File: src/rtl/tmr_regs.vh
// Purpose: register offsets, fields, reset values and codes for the 8-bit timer block
// Assumes: byte-wide registers on a plain strobe port
// Notes: offsets are local to this block
`ifndef TMR_REGS_VH
`define TMR_REGS_VH
`define TMR_ADDR_W 3
`define TMR_OFS_CONTROL_A 3'h0
`define TMR_OFS_CONTROL_B 3'h1
`define TMR_OFS_COUNT 3'h2
`define TMR_OFS_COMPARE_A 3'h3
`define TMR_OFS_COMPARE_B 3'h4
`define TMR_OFS_IRQ_MASK 3'h5
`define TMR_OFS_IRQ_FLAGS 3'h6
`define TMR_OFS_IRQ_ACK 3'h7
`define TMR_BIT_FORCE_A 7
`define TMR_BIT_FORCE_B 6
`define TMR_BIT_WGM2 3
`define TMR_BIT_FLAG_B 2
`define TMR_BIT_FLAG_A 1
`define TMR_BIT_FLAG_OVF 0
`define TMR_RESET_BYTE 8'h00
`define TMR_MAX 8'hFF
`define TMR_BOTTOM 8'h00
`define TMR_DIV8 10'h007
`define TMR_DIV64 10'h03F
`define TMR_DIV256 10'h0FF
`define TMR_DIV1024 10'h3FF
`define TMR_CS_STOP 3'h0
`define TMR_CS_DIV1 3'h1
`define TMR_CS_DIV8 3'h2
`define TMR_CS_DIV64 3'h3
`define TMR_CS_DIV256 3'h4
`define TMR_CS_DIV1024 3'h5
`define TMR_CS_EXT_FALL 3'h6
`define TMR_CS_EXT_RISE 3'h7
`define TMR_WGM_NORMAL 3'h0
`define TMR_WGM_PC_FF 3'h1
`define TMR_WGM_CTC 3'h2
`define TMR_WGM_FAST_FF 3'h3
`define TMR_WGM_PC_OCA 3'h5
`define TMR_WGM_FAST_OCA 3'h7
`define TMR_COM_OFF 2'h0
`define TMR_COM_TOGGLE 2'h1
`define TMR_COM_CLEAR 2'h2
`define TMR_COM_SET 2'h3
`endif

File: src/rtl/tmr_timer8.v
// Purpose: 8-bit timer/counter with control, counter, compare and interrupt registers
// Assumes: one 20 MHz clock; external count pin is asynchronous
// Notes: no interrupt controller here; irq request outputs go to the processor core
//
// Chosen here: the address-and-strobe port and the register offsets.
`include "tmr_regs.vh"
module tmr_timer8 #(
  parameter PRESCALE_W = 10
) (
  input wire clk_in,
  input wire reset_n_in,
  input wire [2:0] addr_in,
  input wire [7:0] wdata_in,
  input wire wr_in,
  input wire rd_in,
  input wire global_irq_enable_in,
  input wire [2:0] vector_ack_in,
  input wire external_count_pin_in,
  output reg [7:0] rdata_out,
  output reg compare_output_a_out,
  output reg compare_output_b_out,
  output reg compare_output_a_en_out,
  output reg compare_output_b_en_out,
  output reg [2:0] irq_request_out
);
  // ****************************************
  // registers
  // ****************************************
  reg [7:0] control_a;
  reg waveform_mode_bit2;
  reg [2:0] clock_select;
  reg [7:0] timer_count_value;
  reg [7:0] compare_value_a;
  reg [7:0] compare_value_b;
  reg [2:0] timer_interrupt_mask;
  reg [2:0] timer_interrupt_flags;
  reg [PRESCALE_W-1:0] prescale;
  reg ext_sync1;
  reg ext_sync2;
  reg ext_last;
  reg count_down;
  reg block_match;
  reg [7:0] ocr_a_buf;
  reg [7:0] ocr_b_buf;
  wire [2:0] wgm;
  wire [1:0] output_mode_a;
  wire [1:0] output_mode_b;
  wire pwm_mode;
  wire phase_mode;
  wire oca_top;
  wire [7:0] top_value;
  wire [7:0] cmp_a;
  wire [7:0] cmp_b;
  wire wr_count;
  wire force_a;
  wire force_b;
  reg tick;
  wire at_top;
  wire match_a;
  wire match_b;
  wire overflow;
  wire [2:0] flag_clear;
  wire [2:0] flag_set;
  wire wr_ctrl_a;
  wire wr_ctrl_b;
  wire wr_cmp_a;
  wire wr_cmp_b;
  wire wr_mask;
  wire wr_flags;
  wire ext_rise;
  wire ext_fall;
  wire hold_a;
  wire hold_b;
  reg [7:0] rd_word;

  // ****************************************
  // bus decode
  // ****************************************
  // one decoder for every register strobe
  function reg_hit;
    input strobe;
    input [2:0] addr;
    input [2:0] ofs;
    begin
      reg_hit = strobe && (addr == ofs);
    end
  endfunction

  // divided tick when all masked prescaler bits are ones
  function div_hit;
    input [PRESCALE_W-1:0] count;
    input [PRESCALE_W-1:0] mask;
    begin
      div_hit = ((count & mask) == mask);
    end
  endfunction

  assign wr_ctrl_a = reg_hit(wr_in, addr_in, `TMR_OFS_CONTROL_A);
  assign wr_ctrl_b = reg_hit(wr_in, addr_in, `TMR_OFS_CONTROL_B);
  assign wr_cmp_a = reg_hit(wr_in, addr_in, `TMR_OFS_COMPARE_A);
  assign wr_cmp_b = reg_hit(wr_in, addr_in, `TMR_OFS_COMPARE_B);
  assign wr_mask = reg_hit(wr_in, addr_in, `TMR_OFS_IRQ_MASK);
  assign wr_flags = reg_hit(wr_in, addr_in, `TMR_OFS_IRQ_FLAGS);
  assign ext_rise = ext_sync2 && !ext_last;
  assign ext_fall = !ext_sync2 && ext_last;
  // compare equal to top in fast pwm: only the top restore sets the level
  assign hold_a = pwm_mode && !phase_mode && output_mode_a[1] && (cmp_a == top_value);
  assign hold_b = pwm_mode && !phase_mode && output_mode_b[1] && (cmp_b == top_value);

  assign wgm = {waveform_mode_bit2, control_a[1:0]};
  assign output_mode_a = control_a[7:6];
  assign output_mode_b = control_a[5:4];
  assign pwm_mode = control_a[0];
  assign phase_mode = (wgm == `TMR_WGM_PC_FF) || (wgm == `TMR_WGM_PC_OCA);
  assign oca_top = waveform_mode_bit2 || (wgm == `TMR_WGM_CTC);
  assign top_value = oca_top ? cmp_a : `TMR_MAX;
  // pwm modes use the copy latched at top so edits cannot glitch a period
  assign cmp_a = pwm_mode ? ocr_a_buf : compare_value_a;
  assign cmp_b = pwm_mode ? ocr_b_buf : compare_value_b;
  assign wr_count = reg_hit(wr_in, addr_in, `TMR_OFS_COUNT);
  // one-cycle strobes from the write itself, nothing stored
  assign force_a = wr_ctrl_b && wdata_in[`TMR_BIT_FORCE_A]
    && !pwm_mode;
  assign force_b = wr_ctrl_b && wdata_in[`TMR_BIT_FORCE_B]
    && !pwm_mode;
  assign at_top = (timer_count_value == top_value);
  assign match_a = tick && !block_match && (timer_count_value == cmp_a);
  assign match_b = tick && !block_match && (timer_count_value == cmp_b);
  // flag timing follows waveform mode
  assign overflow = tick && (phase_mode ? (timer_count_value == `TMR_BOTTOM && count_down) :
    (wgm == `TMR_WGM_FAST_OCA) ? at_top : (timer_count_value == `TMR_MAX));
  assign flag_clear = vector_ack_in | (wr_flags ? wdata_in[2:0] : 3'h0);
  assign flag_set = {match_b, match_a, overflow};

  // ****************************************
  // clock select
  // ****************************************
  // pin read only through the synchroniser, so the output driver never matters
  always @* begin
    case (clock_select)
      `TMR_CS_STOP: tick = 1'b0;
      `TMR_CS_DIV1: tick = 1'b1;
      `TMR_CS_DIV8: tick = div_hit(prescale, `TMR_DIV8);
      `TMR_CS_DIV64: tick = div_hit(prescale, `TMR_DIV64);
      `TMR_CS_DIV256: tick = div_hit(prescale, `TMR_DIV256);
      `TMR_CS_DIV1024: tick = div_hit(prescale, `TMR_DIV1024);
      `TMR_CS_EXT_FALL: tick = ext_fall;
      `TMR_CS_EXT_RISE: tick = ext_rise;
      default: tick = 1'b0;
    endcase
  end

  always @(posedge clk_in or negedge reset_n_in) begin
    if (!reset_n_in) begin
      prescale <= {PRESCALE_W{1'b0}};
    end else begin
      prescale <= prescale + 1'b1;
    end
  end

  // two flops before use; pin direction does not matter here
  always @(posedge clk_in or negedge reset_n_in) begin
    if (!reset_n_in) begin
      ext_sync1 <= 1'b0;
      ext_sync2 <= 1'b0;
      ext_last <= 1'b0;
    end else begin
      ext_sync1 <= external_count_pin_in;
      ext_sync2 <= ext_sync1;
      ext_last <= ext_sync2;
    end
  end

  // ****************************************
  // software registers
  // ****************************************
  always @(posedge clk_in or negedge reset_n_in) begin
    if (!reset_n_in) begin
      control_a <= `TMR_RESET_BYTE;
      waveform_mode_bit2 <= 1'b0;
      clock_select <= `TMR_CS_STOP;
    end else begin
      // bits 3:2 of control a are reserved and stay zero
      if (wr_ctrl_a) begin
        control_a <= {wdata_in[7:4], 2'h0, wdata_in[1:0]};
      end
      // force bits are decoded as strobes only, never stored
      if (wr_ctrl_b) begin
        waveform_mode_bit2 <= wdata_in[`TMR_BIT_WGM2];
        clock_select <= wdata_in[2:0];
      end
    end
  end

  always @(posedge clk_in or negedge reset_n_in) begin
    if (!reset_n_in) begin
      compare_value_a <= `TMR_RESET_BYTE;
      compare_value_b <= `TMR_RESET_BYTE;
    end else begin
      if (wr_cmp_a) begin
        compare_value_a <= wdata_in;
      end
      if (wr_cmp_b) begin
        compare_value_b <= wdata_in;
      end
    end
  end

  always @(posedge clk_in or negedge reset_n_in) begin
    if (!reset_n_in) begin
      timer_interrupt_mask <= 3'h0;
    end else if (wr_mask) begin
      timer_interrupt_mask <= wdata_in[2:0];
    end
  end

  // ****************************************
  // counter
  // ****************************************
  always @(posedge clk_in or negedge reset_n_in) begin
    if (!reset_n_in) begin
      timer_count_value <= `TMR_RESET_BYTE;
      ocr_a_buf <= `TMR_RESET_BYTE;
      ocr_b_buf <= `TMR_RESET_BYTE;
      count_down <= 1'b0;
      block_match <= 1'b0;
    end else begin
      // held until a tick has passed after the write
      if (wr_count) begin
        block_match <= 1'b1;
      end else if (tick) begin
        block_match <= 1'b0;
      end
      if (wr_count) begin
        timer_count_value <= wdata_in;
      end else if (tick) begin
        // forced matches never reach this path, so no clear from a strobe
        if (phase_mode) begin
          if (!count_down && at_top) begin
            count_down <= 1'b1;
            timer_count_value <= timer_count_value - 1'b1;
          end else if (count_down && timer_count_value == `TMR_BOTTOM) begin
            count_down <= 1'b0;
            timer_count_value <= timer_count_value + 1'b1;
          end else begin
            timer_count_value <= count_down ? timer_count_value - 1'b1 : timer_count_value + 1'b1;
          end
        end else if (at_top) begin
          count_down <= 1'b0;
          timer_count_value <= `TMR_BOTTOM;
        end else begin
          count_down <= 1'b0;
          timer_count_value <= timer_count_value + 1'b1;
        end
        if (at_top) begin
          ocr_a_buf <= compare_value_a;
          ocr_b_buf <= compare_value_b;
        end
      end
    end
  end

  // ****************************************
  // flags
  // ****************************************
  always @(posedge clk_in or negedge reset_n_in) begin
    if (!reset_n_in) begin
      timer_interrupt_flags <= 3'h0;
    end else begin
      // a hardware set in the same cycle beats the clear
      timer_interrupt_flags <= (timer_interrupt_flags & ~flag_clear)
        | flag_set;
    end
  end

  // ****************************************
  // waveform outputs
  // ****************************************
  function out_next;
    input [1:0] mode;
    input cur;
    input pwm;
    input up;
    begin
      case (mode)
        `TMR_COM_TOGGLE: out_next = pwm ? cur : !cur;
        `TMR_COM_CLEAR: out_next = pwm ? !up : 1'b0;
        `TMR_COM_SET: out_next = pwm ? up : 1'b1;
        default: out_next = cur;
      endcase
    end
  endfunction

  always @(posedge clk_in or negedge reset_n_in) begin
    if (!reset_n_in) begin
      compare_output_a_out <= 1'b0;
    end else begin
      // fast pwm: restore level at top; phase-correct uses count direction
      if (force_a || (match_a && !hold_a)) begin
        compare_output_a_out <= out_next(output_mode_a, compare_output_a_out, pwm_mode,
          !count_down);
      end else if (pwm_mode && !phase_mode && tick && at_top && output_mode_a[1]) begin
        compare_output_a_out <= !output_mode_a[0];
      end
    end
  end

  always @(posedge clk_in or negedge reset_n_in) begin
    if (!reset_n_in) begin
      compare_output_b_out <= 1'b0;
    end else begin
      if (force_b || (match_b && !hold_b)) begin
        compare_output_b_out <= out_next(output_mode_b, compare_output_b_out, pwm_mode,
          !count_down);
      end else if (pwm_mode && !phase_mode && tick && at_top && output_mode_b[1]) begin
        compare_output_b_out <= !output_mode_b[0];
      end
    end
  end

  // pin connect lags the mode bits by one cycle, like the level
  always @(posedge clk_in or negedge reset_n_in) begin
    if (!reset_n_in) begin
      compare_output_a_en_out <= 1'b0;
      compare_output_b_en_out <= 1'b0;
    end else begin
      compare_output_a_en_out <= (output_mode_a != `TMR_COM_OFF);
      compare_output_b_en_out <= (output_mode_b != `TMR_COM_OFF);
    end
  end

  // registered so the request never glitches toward the core
  always @(posedge clk_in or negedge reset_n_in) begin
    if (!reset_n_in) begin
      irq_request_out <= 3'h0;
    end else begin
      irq_request_out <= timer_interrupt_flags & timer_interrupt_mask
        & {3{global_irq_enable_in}};
    end
  end

  // ****************************************
  // read port
  // ****************************************
  always @(posedge clk_in or negedge reset_n_in) begin
    if (!reset_n_in) begin
      rdata_out <= `TMR_RESET_BYTE;
    end else if (rd_in) begin
      rdata_out <= rd_word;
    end else begin
      rdata_out <= `TMR_RESET_BYTE;
    end
  end

  // decode ahead of the flop so read data stand exactly one cycle
  always @* begin
    rd_word = `TMR_RESET_BYTE;
    case (addr_in)
      `TMR_OFS_CONTROL_A: rd_word = control_a;
      `TMR_OFS_CONTROL_B: rd_word = {4'h0, waveform_mode_bit2, clock_select};
      `TMR_OFS_COUNT: rd_word = timer_count_value;
      `TMR_OFS_COMPARE_A: rd_word = compare_value_a;
      `TMR_OFS_COMPARE_B: rd_word = compare_value_b;
      `TMR_OFS_IRQ_MASK: rd_word = {5'h00, timer_interrupt_mask};
      `TMR_OFS_IRQ_FLAGS: rd_word = {5'h00, timer_interrupt_flags};
      default: rd_word = `TMR_RESET_BYTE;
    endcase
  end
endmodule

File: config.mk
export PLATFORM = sky130hd
export DESIGN_NAME = tmr_timer8
export DESIGN_NICKNAME = d
export VERILOG_FILES = /design/src/rtl/tmr_timer8.v
export VERILOG_INCLUDE_DIRS = /design/src /design/src/rtl
export SDC_FILE = /design/constraint.sdc
export NUM_CORES = 1
export LEC_CHECK = 0
export BUFFER_PORTS_ARGS = -buffer_cell sky130_fd_sc_hd__buf_2
export CAP_MARGIN = 20
export CORE_ASPECT_RATIO = 1.4
export CORE_MARGIN = 4
export CORE_UTILIZATION = 30
export CTS_CLUSTER_SIZE = 24
export DETAILED_ROUTE_END_ITERATION = 7
export GPL_TIMING_DRIVEN = 0
export SYNTH_ARGS = -nofsm -noshare
export SYNTH_HDL_FRONTEND = slang
export SYNTH_SLANG_ARGS = --single-unit
export TNS_END_PERCENT = 100
File: constraint.sdc
create_clock -name clk_in -period 3.6 [get_ports clk_in]
set_input_delay 0.54 -clock clk_in [delete_from_list [all_inputs] [get_ports clk_in]]
set_output_delay 0.54 -clock clk_in [all_outputs]
set_load 0.02 [all_outputs]
Yosys cells after proc, flatten, opt, wreduce, memory -nomap -nowiden:

Cells that the tools add are included.
W data, S select, Z words.

* bits in registers: 86
* latch bits: 0
* RAM bits: 0
* memory bits (read-only): 0
* input port bits: 20
* output and inout port bits: 15
* word-level logic and storage cells: 159
* memories: 0

* $add $sub $neg: 3
* $mul: 0
* div/mod/pow operators: 0
* $lt $le $gt $ge: 0
* equality and inequality tests: 38
* shifts and indexed selects: 0
* mux-type cells: 31
* bitwise operators: 7
* reduce and logical (&&, ||, !) cells: 58

Operator list (number)
* $mux W8: 11
* $pmux W8 S7: 1
* $eq A8 B8 Y1: 5
* $eq A3 B3 Y1 const B: 10
* $logic_and A1 B1 Y1: 30
* $eq A8 B8 Y1 const B: 2
* $eq A3 B2 Y1 const B: 5
* $mux W1: 15
* $logic_not A1 Y1: 12
* $reduce_and A3 Y1: 4
* $add A10 B1 Y10 const B: 1
* $eq A10 B10 Y1 const B: 1
* $reduce_bool A2 Y1: 5
* $and A3 B3 Y3: 3
* $eq A3 B1 Y1 const B: 3
* $add A8 B1 Y8 const B: 1
* $eq A2 B2 Y1 const B: 4
* $logic_not A8 Y1: 1
* $ne A4 B1 Y1 const B: 2
* $pmux W1 S8: 1
* $sub A8 B1 Y8 const B: 1
* $eq A6 B6 Y1 const B: 1
* $logic_not A3 Y1: 2
* $ne A3 B3 Y1 const B: 2
* other kinds (8): 14

Logic depth before layout (Yosys ltp):

* depth in word-level cells: 11
* gate-level depth with buffers: 11
* mapped depth without buffers: 10

Worst setup path after synthesis:

Ideal clock, no wire load.

* path type: register to register
* start point: register prescale[0]
* end point: register ocr_a_buf[0]
* data arrival time: 2332 ps
* data required time: 3475 ps
* path slack: 1143 ps
* cell stages (with the launch flop): 10
* path buffers: 2
* period minus slack after synthesis: 2457 ps
* cells stage by stage: dfrtp_1 ha_1 nand3_1 a2111oi_0 a211oi_1 nand2b_1 clkbuf_1 nor4_4 buf_6 mux2_2

* word-level cells in the longest chain between the ends: 3
* elaborated cells on any way between the ends: 6

RTL lines
* start: declaration: RTL line tmr_timer8.v:37 `reg [PRESCALE_W-1:0] prescale;`
* start signal: assignment: RTL line tmr_timer8.v:155 `prescale <= {PRESCALE_W{1'b0}};`
* start signal: assignment: RTL line tmr_timer8.v:157 `prescale <= prescale + 1'b1;`
* $eq A10 B10 Y1, or another cell as far along: RTL line tmr_timer8.v:94 `div_hit = ((count & mask) == mask);`
* $pmux W1 S8 (*): RTL line tmr_timer8.v:140 `case (clock_select)`
* $reduce_and A3 Y1 (no source line) (*)
* end signal: assignment: RTL line tmr_timer8.v:223 `` ocr_a_buf <= `TMR_RESET_BYTE; ``
* end signal: assignment: RTL line tmr_timer8.v:256 `ocr_a_buf <= compare_value_a;`
* end: declaration: RTL line tmr_timer8.v:43 `reg [7:0] ocr_a_buf;`

Every way passes the cells marked *; elsewhere a longest branch is shown, timed or not.
A chain may end at the register's enable or synchronous reset.

Worst setup path after layout:

* start point: register prescale[0]
* end point: register compare_output_b_out

* word-level cells in the longest chain between the ends: 8
* elaborated cells on any way between the ends: 17

RTL lines
* $eq A10 B10 Y1, or another cell as far along: RTL line tmr_timer8.v:94
* $pmux W1 S8 (*): RTL line tmr_timer8.v:140
* $logic_and A1 B1 Y1 (2 in a row): RTL line tmr_timer8.v:128 `assign match_b = tick && !block_match && (timer_count_value == cmp_b);`
* $logic_and A1 B1 Y1: RTL line tmr_timer8.v:312 `if (force_b || (match_b && !hold_b)) begin`
* $logic_or A1 B1 Y1: RTL line tmr_timer8.v:312
* $ne A4 B1 Y1 (no source line), or another cell as far along
* $reduce_and A3 Y1 (no source line)
* end signal: assignment: RTL line tmr_timer8.v:313 `compare_output_b_out <= out_next(output_mode_b, compare_output_b_out, pwm_mode,`
* end signal: assignment: RTL line tmr_timer8.v:316 `compare_output_b_out <= !output_mode_b[0];`
* end: declaration: RTL line tmr_timer8.v:21 `output reg compare_output_b_out,`

Marks and branches as above.

==> run summary <==
The warning count from the yosys run came out at 0. The total track usage is 16.5%. Measured on the finished design, the core utilization comes to 35.6%. Wire segments on met2 add up to 7800 um in the final route.

The clock net in this run drives a total of 86 sinks. After detailed routing, the wire length on met1 is 5720 um. The async set-or-reset flop fraction in the synthesized netlist works out to 100%. The kind of start point of the critical path was a flop. The most common library cell in the layout ignoring fill and taps is dfrtp_1. Buffers inserted to repair hold after CTS numbered 0. For the number of ports placed on the die boundary, the log shows 35.

For this run, design rule violations remaining after detail routing come to 0. The biggest area contributor in the post-synthesis netlist is dfrtp_1. Setup violations remaining at the end of the flow were counted as 0.

The core box area was 16200 um^2. TritonCTS built the clock tree. Counting every instance in the synthesized netlist gives 481. Summing every instance area after synthesis gives 5000 um^2.

For this design the static power due to leakage is 2.50 nW. Synthesis produced a netlist with a net count of 505. The H-tree was split into 3 levels.

In this run the tightest slew margin relative to its limit is 23.7%. The number of antenna cells inserted is 0. Setup repair after global routing left no endpoint under its margin. For the worst-skew pair, the clock arrives at the later sink with an insertion delay of 0.35 ns. The total area of multi-input combinational cells came out at 2700 um^2. The worst-path maximum fanout works out to 5.

The worst ir drop on vdd came out at 302 uV. The most instantiated flip-flop cell in the synthesis netlist was dfrtp_1. The layout has 1694 filler cells. The tools report the number of antenna violations at the first check in global routing as 0.

The run gives 43.1% as the proportion of synthesized chip area in sequential cells. Across the run, the number of max-cap violations was 0. The detail route stage leaves a number of antenna-violating nets equal to 0.

The logs give 14800 um for the sum of routed wire length over all layers and 4079 for the total via count after detailed routing. For the pin with the worst max-slew slack, the measured transition is 1.14 ns. STA puts the critical path data arrival time at 3.52 ns. The worst path needs 3.29 ns of the cycle, external delays included.

Final-report hold violation count: 0. After detailed routing, the met3 layer carries 454 um of wire. STA puts the critical path data required time at 3.83 ns. After the first detailed-routing iteration, the DRC count stood at 276. The tightest min-delay check is of the in -> async type. The count of state elements after synthesis was 86; the placed wire-length estimate after detailed placement was 11200 um. The topmost layer with routed signal wires was met4. For this design the ratio of total power to cell area is 634 nW/um^2.

The flow ran to the end, and the final reports show no timing, DRC or antenna violations. The die span in y was 161 um. The worst setup path is captured at a flop. After synthesis, the mean cell area works out to 10.4 um^2. Port buffering added 33 buffers. The first detailed-routing pass ran for 5 iterations. The share of the clock period used by the worst path after layout works out to 91.4%. The die is 117 um wide.

The tools report the die area as 18800 um^2. Entering global routing, the biggest net connects 65 pins. The worst-case reg-to-reg path depth was 10. The run gives 4239 as the number of global-route vias before repair. The number of enable-type register cells in the synthesized netlist is 0. The clock arrives with 0.00916 ns of skew. The effective utilization at floorplan was 30.8%.

For the TritonCTS buffer count, the log shows 9. The final layout net count is 551, and the count of different cell masters after synthesis is 62. The post-route netlist has 22.6% of its cells at a drive strength greater than 1. Static timing analysis puts the maximum clock frequency at 304 MHz. The worst setup path is of the reg -> reg kind. Yosys attributes the largest share of cell area to dfrtp_1, mux2_2, mux2i_1, xnor2_1, xor2_1. The average detailed-routed wire length per instance was 20.2 um; the detail-routed via count per cell was 5.58. The tools report the leftover overflow at the end of global routing as 0. For the final routed database, the setup TNS stands at 0 ns. The final count of pins violating max slew came out at 0. The top cell type by area accounts for 43.1% of the synthesized area. The first global-routing pass estimated 23600 um of wire. Summing all flip-flop and latch instances after layout gives 2150 um^2. The floorplan has 55 rows. The number of buffers on the longest clock path came out at 2. In this run the clock root is driven by a clkbuf_16.

The top cell types in the final layout, fill and taps aside, are dfrtp_1, mux2_2, nand2_1, buf_2, nor2_1. The relative area change from synthesis to final layout was 15.5%; the clock-pin transition on the worst setup and hold timing paths was 0.06 ns. At the end of routability-driven placement, the weighted congestion stood at 0.931.
critical path: stages (launching register included):
cell and delay [ns]:
dfrtp_1 0.41, ha_1 0.23, ha_1 0.20, a21oi_1 0.12, nor2_1 0.05, a211oi_1 0.82, nor4_2 0.21, o22ai_1 0.43
nor3b_1 0.10, o21ai_0 0.23, mux2_2 0.36
power breakdown:
group,internal [W],switching (W),total [W]
Combinational,0.000544,0.000799,0.00134
Clock,0.000569,0.000413,0.000982
Sequential,0.00114,0.000200,0.00134
cell usage after synthesis, types with 8 or more instances:
library cell / count
inv_1: 10
a31oi_1: 8
a21oi_1: 10
xor2_1: 21
nand2_1: 34
nand4_1: 12
mux2_2: 47
nand3_1: 21
o211ai_1: 9
clkbuf_1: 11
and3_1: 8
mux2i_1: 24
nor2_1: 28
xnor2_1: 22
dfrtp_1: 86
o21ai_0: 16
nor3_1: 10
through the flow:
stage	instance area [um^2]	total power, W	hold WS [ns]	worst slack, ns	instances
after floorplan	5000	0.00226	0.244	1.14	481
after global placement	5410	0.00265	0.336	0.290	713
after detailed placement	5450	0.00268	0.339	0.198	715
after CTS	5770	0.00367	0.100	0.173	731
after global routing	5770	0.00387	0.119	0.0727	731
final	5770	0.00366	0.0983	0.309	731
state kept, by name, summed over array words and instances, names as in the netlist:
register                 flops
compare_output_b_out         1
count_down                   1
waveform_mode_bit2           1
compare_output_b_en_out      1
control_a                    6
block_match                  1
ocr_b_buf                    8
clock_select                 3
timer_count_value            8
compare_output_a_out         1
compare_value_a              8
compare_output_a_en_out      1
ext_sync2                    1
prescale                    10
ocr_a_buf                    8
irq_request_out              3
timer_interrupt_mask         3
compare_value_b              8
ext_last                     1
rdata_out                    8
timer_interrupt_flags        3
ext_sync1                    1
layout make-up:
| class | instances | area share (%) |
|---|---|---|
| sequential | 86 | 37.3 |
| buffer | 22 | 2.04 |
| multi-input combinational | 363 | 46.8 |
| clock buffer | 10 | 4.14 |
| inverter | 10 | 0.650 |
| clock inverter | 6 | 1.32 |
| tap | 199 | 4.31 |
| timing repair buffer | 35 | 3.47 |
metal layers:
metal	up-vias	track usage, %
met3	47	2.53
met1	2046	18.7
met5	-	0
met4	0	8.82
li1	1864	-
met2	122	28.9
logic make-up after synthesis:
group / count (synthesis) / share of synthesized area (%)
and+or+nand+nor: 157 / 16.8
AOI/OAI and AO/OA: 86 / 12.2
DFF: 86 / 43.1
muxes: 73 / 16.3
xor gates and xnor gates: 43 / 7.53
buffers and inverters: 32 / 3.10
adders and majority gates: 4 / 1.00
worst paths after layout:
kind | start | end | slack (ns)
setup / recovery | prescale[0] | compare_output_b_out | 0.31
hold / removal | reset_n_in | rdata_out[5] | 0.1
setup reg to reg | prescale[0] | compare_output_b_out | 0.31
hold reg to reg | ext_sync1 | ext_sync2 | 0.35
max in group asynchronous | reset_n_in | timer_count_value[2] | 2.88
min in group clk_in | external_count_pin_in | ext_sync1 | 0.29
timing repair:
action,in CTS,in global routing
gates resized for setup,0,1
buffers inserted,0,0
setup endpoints to repair,0,1
Power figures use the tool's default switching activity.
